### src/ftom_pkg.sv
// constants shared by the fan tach overflow monitor
package ftom_pkg;
    localparam int          REF_CLK_MHZ       = 200;
    // one count per 50 us: 1,200,000 counts per minute at divisor 1
    localparam int          COUNT_NUMERATOR   = 1200000;
    localparam int          SECONDS_PER_MIN   = 60;
    localparam int          COUNT_PERIOD_NS   =
        1000000000 / (COUNT_NUMERATOR / SECONDS_PER_MIN);
    localparam int          BASE_TICK_CYCLES  =
        COUNT_PERIOD_NS * REF_CLK_MHZ / 1000;
    localparam int          ADDR_W            = 10;
    localparam int          DATA_W            = 32;
    localparam int          CNT_W             = 8;
    // register indices; byte address is four times the index
    localparam logic [7:0]  IDX_CONTROL       = 8'h3c;
    localparam logic [7:0]  IDX_THRESHOLD     = 8'h3d;
    localparam logic [7:0]  IDX_CUR_COUNT     = 8'h3e;
    localparam logic [7:0]  IDX_STATUS        = 8'h3f;
    // control field positions
    localparam int          CTL_MON_EN_BIT    = 0;
    localparam int          CTL_IRQ_EN_BIT    = 1;
    localparam int          CTL_DIV_LSB       = 2;
    localparam int          DIV_SEL_W         = 2;
    localparam int          STS_FAIL_BIT      = 0;
    localparam logic [7:0]  THRESHOLD_RESET   = 8'h00;
    localparam logic [7:0]  CONTROL_RESET     = 8'h00;
    localparam logic [7:0]  COUNT_MAX         = 8'hff;
    localparam logic [7:0]  COUNT_ZERO        = 8'h00;
endpackage

### src/ftom_rate_tick.sv
// count-rate tick generator: base period scaled by 1, 2, 4 or 8
`timescale 1ns/1ps
module ftom_rate_tick import ftom_pkg::*; #(
    parameter int BASE_CYCLES = BASE_TICK_CYCLES
) (
    input  wire logic                 ref_clk,
    input  wire logic                 reset_n,
    input  wire logic                 restart,
    input  wire logic [DIV_SEL_W-1:0] div_sel,
    output logic                      tick
);
    localparam int BASE_W = $clog2(BASE_CYCLES + 1);
    localparam logic [BASE_W-1:0] BASE_LAST = BASE_W'(BASE_CYCLES - 1);

    logic [BASE_W-1:0] base_q;
    logic [2:0]        div_q;
    wire               base_end = (base_q == BASE_LAST);
    // divisor is 2**div_sel: codes 00,01,10,11 give 1,2,4,8
    wire  [2:0]        div_last = 3'((4'h1 << div_sel) - 4'h1);

    assign tick = base_end && (div_q == div_last);

    always_ff @(posedge ref_clk or negedge reset_n) begin
        if (!reset_n) begin
            base_q <= '0;
            div_q  <= 3'h0;
        end else if (restart) begin
            base_q <= '0;
            div_q  <= 3'h0;
        end else begin
            base_q <= base_end ? '0 : base_q + BASE_W'(1);
            if (base_end)
                div_q <= (div_q == div_last) ? 3'h0 : div_q + 3'h1;
        end
    end
endmodule // ftom_rate_tick

### src/ftom_monitor.sv
// fan tach overflow monitor for the fourth fan channel, avalon-mm slave
//
// Overview of operation
// - raise interrupt when 8-bit speed counter exceeds threshold
// - failure means counter above stored value; equality does not trigger
// - count per revolution is 1,200,000 over rpm times divisor
// - divisor code 11 selects divide by 8, 150 counts at 1000 rpm
// - threshold is 8-bit read/write register at index 3dh
// - divisor codes 00, 01, 10 select divide by 1, 2, 4
// - interrupt mode holds current count until cleared; clearing zeroes it
//
// Design decision made here: the Avalon-MM register port.
`timescale 1ns/1ps
module ftom_monitor import ftom_pkg::*; #(
    parameter int BASE_CYCLES = BASE_TICK_CYCLES
) (
    input  wire logic              ref_clk,
    input  wire logic              reset_n,
    input  wire logic [ADDR_W-1:0] avs_address,
    input  wire logic              avs_read,
    input  wire logic              avs_write,
    input  wire logic [DATA_W-1:0] avs_writedata,
    input  wire logic [3:0]        avs_byteenable,
    output logic [DATA_W-1:0]      avs_readdata,
    output logic                   avs_waitrequest,
    input  wire logic              fan3_tach_pin,
    output logic                   fan_fail_irq
);
    logic [7:0]        fan3_speed_fail_threshold_q;
    logic [7:0]        fan3_speed_control_q;
    logic [7:0]        cur_count_q;
    logic [7:0]        speed_cnt_q;
    logic              measuring_q;
    logic              fail_q;
    logic              tach_prev_q;
    logic              ack_q;
    logic [DATA_W-1:0] rdata_q;
    logic              tick;

    // bus decode; one wait state, answer at the second edge
    wire       req       = avs_read || avs_write;
    wire       take      = req && !ack_q;
    wire [7:0] idx       = avs_address[ADDR_W-1:2];
    wire       word_ok   = (avs_address[1:0] == 2'b00);
    wire       lane0_wr  = avs_write && take && word_ok && avs_byteenable[0];
    wire       wr_ctl    = lane0_wr && (idx == IDX_CONTROL);
    wire       wr_thr    = lane0_wr && (idx == IDX_THRESHOLD);
    wire       wr_sts    = lane0_wr && (idx == IDX_STATUS);
    wire       fail_clr  = wr_sts && avs_writedata[STS_FAIL_BIT];

    wire       speed_monitor_enable = fan3_speed_control_q[CTL_MON_EN_BIT];
    wire       speed_irq_enable     = fan3_speed_control_q[CTL_IRQ_EN_BIT];
    wire [DIV_SEL_W-1:0] div_sel    =
        fan3_speed_control_q[CTL_DIV_LSB +: DIV_SEL_W];

    wire       tach_rise = fan3_tach_pin && !tach_prev_q;
    // strict compare: equality is still a healthy fan
    wire       over      = measuring_q &&
                           (speed_cnt_q > fan3_speed_fail_threshold_q);
    // only a fresh crossing sets; a stale frozen count must not block clear
    wire       fail_set  = speed_monitor_enable && speed_irq_enable &&
                           over && !fail_q;
    // frozen while an interrupt is pending in interrupt mode
    wire       frozen    = speed_irq_enable && fail_q;
    wire       restart   = !speed_monitor_enable || tach_rise || fail_clr;
    wire       cnt_sat   = (speed_cnt_q == COUNT_MAX);

    wire [7:0] rd_mux =
        !word_ok                 ? COUNT_ZERO :
        (idx == IDX_CONTROL)     ? fan3_speed_control_q :
        (idx == IDX_THRESHOLD)   ? fan3_speed_fail_threshold_q :
        (idx == IDX_CUR_COUNT)   ? cur_count_q :
        (idx == IDX_STATUS)      ? {7'h00, fail_q} : COUNT_ZERO;

    assign avs_waitrequest = req && !ack_q;
    assign avs_readdata    = rdata_q;
    assign fan_fail_irq    = fail_q;

    ftom_rate_tick #(
        .BASE_CYCLES (BASE_CYCLES)
    ) u_rate (
        .ref_clk (ref_clk),
        .reset_n (reset_n),
        .restart (restart),
        .div_sel (div_sel),
        .tick    (tick)
    );

    always_ff @(posedge ref_clk or negedge reset_n) begin
        if (!reset_n) begin
            ack_q   <= 1'b0;
            rdata_q <= '0;
        end else begin
            ack_q <= take;
            if (take && avs_read)
                rdata_q <= {24'h000000, rd_mux};
        end
    end

    always_ff @(posedge ref_clk or negedge reset_n) begin
        if (!reset_n) begin
            fan3_speed_fail_threshold_q <= THRESHOLD_RESET;
            fan3_speed_control_q        <= CONTROL_RESET;
        end else begin
            if (wr_thr)
                fan3_speed_fail_threshold_q <= avs_writedata[7:0];
            if (wr_ctl)
                fan3_speed_control_q <= avs_writedata[7:0];
        end
    end

    // tach is taken as synchronous; one pulse per revolution
    always_ff @(posedge ref_clk or negedge reset_n) begin
        if (!reset_n)
            tach_prev_q <= 1'b0;
        else
            tach_prev_q <= fan3_tach_pin;
    end

    // a revolution is only valid once a first edge opened the window
    always_ff @(posedge ref_clk or negedge reset_n) begin
        if (!reset_n)
            measuring_q <= 1'b0;
        else if (!speed_monitor_enable || fail_clr)
            measuring_q <= 1'b0;
        else if (tach_rise)
            measuring_q <= 1'b1;
    end

    // saturating so a stalled fan stays above threshold
    always_ff @(posedge ref_clk or negedge reset_n) begin
        if (!reset_n)
            speed_cnt_q <= COUNT_ZERO;
        else if (restart)
            speed_cnt_q <= COUNT_ZERO;
        else if (tick && measuring_q && !frozen && !cnt_sat)
            speed_cnt_q <= speed_cnt_q + 8'h01;
    end

    // once per revolution, or the failing value at interrupt time
    always_ff @(posedge ref_clk or negedge reset_n) begin
        if (!reset_n)
            cur_count_q <= COUNT_ZERO;
        else if (!speed_monitor_enable || fail_clr)
            cur_count_q <= COUNT_ZERO;
        else if (frozen)
            cur_count_q <= cur_count_q;
        else if (fail_set)
            cur_count_q <= speed_cnt_q;
        else if (tach_rise && measuring_q)
            cur_count_q <= speed_cnt_q;
    end

    // sticky; a new failure in the clear cycle wins
    always_ff @(posedge ref_clk or negedge reset_n) begin
        if (!reset_n)
            fail_q <= 1'b0;
        else if (fail_set)
            fail_q <= 1'b1;
        else if (fail_clr)
            fail_q <= 1'b0;
    end
endmodule // ftom_monitor

### config.mk
export PLATFORM = sky130hd
export DESIGN_NAME = ftom_monitor
export DESIGN_NICKNAME = d
export VERILOG_FILES = /design/src/ftom_pkg.sv /design/src/ftom_rate_tick.sv /design/src/ftom_monitor.sv
export SDC_FILE = /design/constraint.sdc
export NUM_CORES = 1
export LEC_CHECK = 0
export BUFFER_PORTS_ARGS = -buffer_cell sky130_fd_sc_hd__buf_2
export CORE_ASPECT_RATIO = 0.5
export CORE_MARGIN = 5
export CORE_UTILIZATION = 57
export DETAILED_ROUTE_END_ITERATION = 10
export PLACE_DENSITY = 0.86
export SYNTH_ARGS = -nofsm -noshare
export SYNTH_HDL_FRONTEND = slang
export SYNTH_SLANG_ARGS = --single-unit
### constraint.sdc
create_clock -name ref_clk -period 4.4 [get_ports ref_clk]
set_input_delay 0.66 -clock ref_clk [delete_from_list [all_inputs] [get_ports ref_clk]]
set_output_delay 0.66 -clock ref_clk [all_outputs]
set_load 0.05 [all_outputs]
# After elaboration in Yosys (flattened, before gate mapping)
# Index checks and enable logic that the tools add are counted.
# W data, S select, Z words.
dict set report totals {
  regBits 61
  output_inout_bits 34
  word_cells 82
  input_bits 51
}
dict set report op_classes {
  n_eq_ne 8
  order_cmp 1
  add_sub_neg 4
  reduce_logical 37
  mux 20
  shift 1
}
# op count
set ops {}
lappend ops {{$mux W8} 10}
lappend ops {{$eq A8 B6 Y1 const B} 4}
lappend ops {{$mux W14} 2}
lappend ops {{$logic_and A1 B1 Y1} 20}
lappend ops {{$add A14 B1 Y14 const B} 1}
lappend ops {{$eq A14 B14 Y1 const B} 1}
lappend ops {{$mux W3} 3}
lappend ops {{$add A8 B1 Y8 const B} 1}
lappend ops {{$eq A8 B8 Y1 const B} 1}
lappend ops {{$gt A8 B8 Y1} 1}
lappend ops {{$reduce_bool A2 Y1} 4}
lappend ops {{$logic_not A1 Y1} 6}
lappend ops {{$mux W1} 5}
lappend ops {{$logic_or A1 B1 Y1} 4}
lappend ops {{$add A3 B1 Y3 const B} 1}
lappend ops {{$eq A3 B3 Y1} 1}
lappend ops {{$reduce_bool A3 Y1} 1}
lappend ops {{$shl A1 B2 Y3 const A} 1}
lappend ops {{$sub A3 B1 Y3 const B} 1}
lappend ops {{$logic_not A2 Y1} 1}
lappend ops {{$ne A2 B1 Y1 const B} 1}
lappend ops {{$reduce_and A2 Y1} 1}

# Depth between registers and ports, before layout
dict set report logic_depth {
  depth_word 10
  ltp_mapped 8
  ltp_nobuf 7
}

# Modules after synthesis
# From an unflattened synthesis, not the netlist that was laid out.
dict set report unflattened {
  hier_cells 344
  hier_area_um2 3428.3
}
# module seq_area_each_um2 n_inst area_per_inst_um2 cells_each
set modules_own_cells {}
lappend modules_own_cells {ftom_monitor 1101.1 1 2519.9 251}
lappend modules_own_cells {ftom_rate_tick 425.4 1 908.4 93}

# Least setup slack after synthesis
# Ideal clock, no wire load.
dict set report synth_path {
  kind {input -> register}
  startpoint {input avs_address[7]}
  endpoint {register fan3_speed_control_q[0]}
  setup_ps 125
  cell_stages 6
  setup_slack_ps 2169
  required_ps 4275
  path_buffers 1
  arrival_ps 2106
  path_cell_list {nand4_1 or3_1 or3_1 buf_2 nor2_4 mux2_2}
}
dict set report synth_between {
  elab_chain_len 2
}
# element line_no
set synth_rtl {}
lappend synth_rtl {{from (decl)} ftom_monitor.sv:19} ;# input wire logic [ADDR_W-1:0] avs_address,
lappend synth_rtl {{$eq A8 B6 Y1} ftom_monitor.sv:46} ;# wire wr_ctl = lane0_wr && (idx == IDX_CONTROL);
lappend synth_rtl {{$logic_and A1 B1 Y1} ftom_monitor.sv:46}
lappend synth_rtl {{to (signal assigned)} ftom_monitor.sv:108} ;# fan3_speed_control_q <= avs_writedata[7:0];
lappend synth_rtl {{to (decl)} ftom_monitor.sv:30} ;# logic [7:0] fan3_speed_control_q;
# Every way passes these cells.
# A chain may end at the register's enable or synchronous reset.

# Worst setup path after layout
dict set report layout_path {
  startpoint {input avs_address[7]}
  endpoint {register fan3_speed_control_q[2]}
}
# Same word-level chain as after synthesis.

==> summary.md <==
| Metric | Value |
|---|---|
| Status | `finished clean` |
| Core area | `0.005587 sq mm` |
| Internal | `1.134 mW` |
| Register area share after synthesis | `45.73%` |
| Area used by multi-input combinational logic | `0.001640 sq mm` |
| Critical-path cell list | `buf_2 -> nand4_1 -> or3_1 -> or3_1 -> nor2_4 -> mux2_2` |
| Dpl hpwl | `5076 um` |
| Sequential cell area | `0.001526 sq mm` |
| Min cycle time layout | `2269 ps` |
| Clk pwr share | `55.2%` |
| Post-Syn Area | `0.003338 sq mm` |
| First-pass GRT wire length | `12730 um` |
| CTS Sinks | `61` |
| Logic pwr share | `6.4%` |
| CP startpoint kind | `input port` |
| Syn_area_per_cell | `9.648 sq um` |
| Util after Layout | `68.60%` |
| Initial Util | `59.75%` |
| Post-Synth XOR/XNOR Area | `3.936%` |
| Slew headroom | `20.04%` |
| Crit-path slowest cell | `or3_1` |
| Post-route antenna net violation count | `0` |
| H-tree depth | `3` |
| Initial antenna violation count | `0` |
| Leak pwr | `1.797 nW` |
| Peak VDD IR | `300.2 uV` |
| Post-synth EDFFs | `0` |
| WL/cell | `15.86 um` |
| Total gr overflow | `0` |
| Placement Setup Slack | `1817 ps` |
| Hold Vio Cnt, Final | `0` |
| Rows | `19` |
| Asr flop ratio synth | `100.0%` |
| FILL cells | `390` |
| Boundary Pins | `85` |
| Reg clk slew, reported paths | `50 ps` |
| Ranking of synthesized cells by area | `dfrtp_1 46%, nand2_1 6.1%, buf_4 5.4%, ha_1 4.1%, o21ai_0 3.4%` |
| NetSw | `0.3400 mW` |
| Area Overhead vs Synth | `14.81%` |
| P per Cell Area | `384.7 mW/mm^2` |
| DRT iter0 DRCs | `242` |
| Mux cell area share after synthesis | `6.034%` |
| Num CTS Buffers | `9` |
| Die Span X | `118.2 um` |
| Simple-gate share of the synthesized area | `21.33%` |
| Vias in the first global route | `2638` |
| Vias/cell | `5.715` |
| Most common cell on crit path | `or3_1` |
| Largest family of logic cells by synthesized area | `simple AND/OR/NAND/NOR gates` |
| Tot GR Track Use | `20.83%` |
| Crit. End Element | `flip-flop` |
| Post-synthesis register bit count | `61` |
| Switching fraction of total power | `23.06%` |
| MaxCap Viol Count | `0` |
| Hold Crit Class | `in -> reg` |
| Top cell type by total area after synthesis | `dfrtp_1` |
| Clock root cell | `clkbuf_16` |
| PortBufs | `33` |
| CTS tree | `yes` |
| WS Path Type | `in -> reg` |
| Final worst path period share | `51.58%` |
| Antenna Cells | `0` |
| NumNets Final | `444` |
| Setup violations, final | `0` |
| Post-CTS Setup Inserts | `0` |
| Critical Path AT | `2480 ps` |
| Design area | `0.003832 sq mm` |
| Clock skew | `4.406 ps` |
| Largest net degree at the start of global routing | `62` |
| Final max-slew violation count | `0` |
| Required @ worst endpoint | `4610 ps` |
| Most common cell in the netlist | `dfrtp_1` |
| Clk_lat worst skew | `330 ps` |
| Number of library cell types mapped by synthesis | `46` |
| RSZ-0062 raised after global routing | `no` |
| Synth top area share | `45.73%` |
| Crit Path Max Fanout | `9` |
| Vias | `2629` |
| Synth top cells by count | `61 x dfrtp_1, 54 x nand2_1, 26 x nor2_1` |
| Die H | `64.12 um` |
| Measured slew at the worst slew-check pin | `1197 ps` |
| Hold-fix buffers, CTS | `0` |
| Routed WL | `7296 um` |
| Clk buf depth | `2` |
| Adder-Cell Fraction of Synth Area | `4.123%` |
| Synth Area in Compound Gates | `11.02%` |
| Share of cells above drive strength 1 | `18.09%` |
| Ys Warns | `0` |
| Power consumption | `1.474 mW` |
| TNS Setup | `0 ps` |
| DRC Markers | `0` |
| Post-CTS sizing | `0` |
| Reg power frac | `38.4%` |
| Main flop type after synthesis | `dfrtp_1` |
| First-pass DRT Iterations | `4` |
| Global placement routability congestion | `0.8495` |
| Die area | `0.007580 sq mm` |
| DP Area | `0.003483 sq mm` |
| Crit path largest cell delay | `510 ps` |
| Max Fclk | `440.6 MHz` |
| Final WS setup | `2131 ps` |
| Post-Syn Instances | `346` |
==> final cells by class <==
type / instances / area share, %
Clock buffer: 9 / 5.877
Clock inverter: 7 / 3.232
Inverter: 10 / 0.9794
Multi-Input combinational cell: 264 / 42.80
Sequential cell: 61 / 39.83
Tap cell: 73 / 2.383
Timing Repair Buffer: 36 / 4.897
==> worst max-delay path, delay by kind of cell <==
family | cells | cell delay [ps]
and+or+nand+nor | 4 | 1350
buffers and inverters | 1 | 80
muxes | 1 | 380
==> final timing paths <==
check	from	end	slack, ps	depth (start not counted)
max	avs_address[7]	fan3_speed_control_q[2]$_DFFE_PN0P_	2130	6
min	fan3_tach_pin	tach_prev_q$_DFF_PN0_	450	1
max reg2reg	u_rate.div_q[0]$_DFFE_PN0P_	speed_cnt_q[7]$_DFFE_PN0P_	2290	5
min reg2reg	ack_q$_DFF_PN0_	ack_q$_DFF_PN0_	460	1
max in group asynchronous	reset_n	u_rate.base_q[5]$_DFF_PN0_	3400	2
min in group asynchronous	reset_n	u_rate.base_q[7]$_DFF_PN0_	490	2
==> logic make-up after synthesis <==
kind of cell	after synthesis
and+or+nand+nor	141
DFF	61
AOI/OAI and AO/OA	54
buffers and inverters	44
muxes	19
xor gates and xnor gates	15
adders and majority gates	11
other	1
==> metrics by stage <==
step / std cells / hold WS, ps
6_report: 460 / 449.4
3_3_place_gp: 444 / 441.9
5_1_grt: 460 / 450.6
4_1_cts: 460 / 444.4
3_5_place_dp: 444 / 462.7
2_1_floorplan: 369 / 364.4
==> power by group through the flow <==
stage	clock network (mW)	logic, mW	registers, mW
finish	0.814	0.0942	0.566
CTS	0.824	0.0941	0.566
floorplan	0	0.0814	0.576
global placement	0	0.0913	0.576
detailed placement	0	0.0935	0.576
global route	0.860	0.102	0.566
==> cells in the final DEF (no fill, tap or decap), drive strengths merged, types with 2 or more instances in the layout <==
cell and count:
dfrtp 61, nand2 54, buf 36, nor2 28, conb 24, o21ai 23, a21oi 12, ha 11
inv 10, mux2i 10, nand3 9, mux2 9, nand2b 9, clkbuf 9, o2111ai 9, xnor2 8
xor2 7, nand4 6, or3 5, nor2b 4, nor3 4, and3 4, and4 3, o211ai 3
clkinv 3, bufinv 3, nor4 3, a21boi 3, or4 3, and2 2, nand4b 2, and4b 2
==> registers in the layout, indices dropped and copies added (netlist names) <==
register,count
speed_cnt_q,8
tach_prev_q,1
cur_count_q,8
u_rate.div_q,3
u_rate.base_q,14
avs_readdata,8
fan3_speed_fail_threshold_q,8
measuring_q,1
fan_fail_irq,1
fan3_speed_control_q,8
ack_q,1
==> routing by layer <==
metal,track usage (%),vias up,routed length [um]
met3,7.665,9,667
met2,33.33,98,3454
met1,26.98,1289,3092
met5,0,-,0
met4,5.866,0,80
li1,-,1233,-
Note: power is estimated with default switching activity, not from simulation.
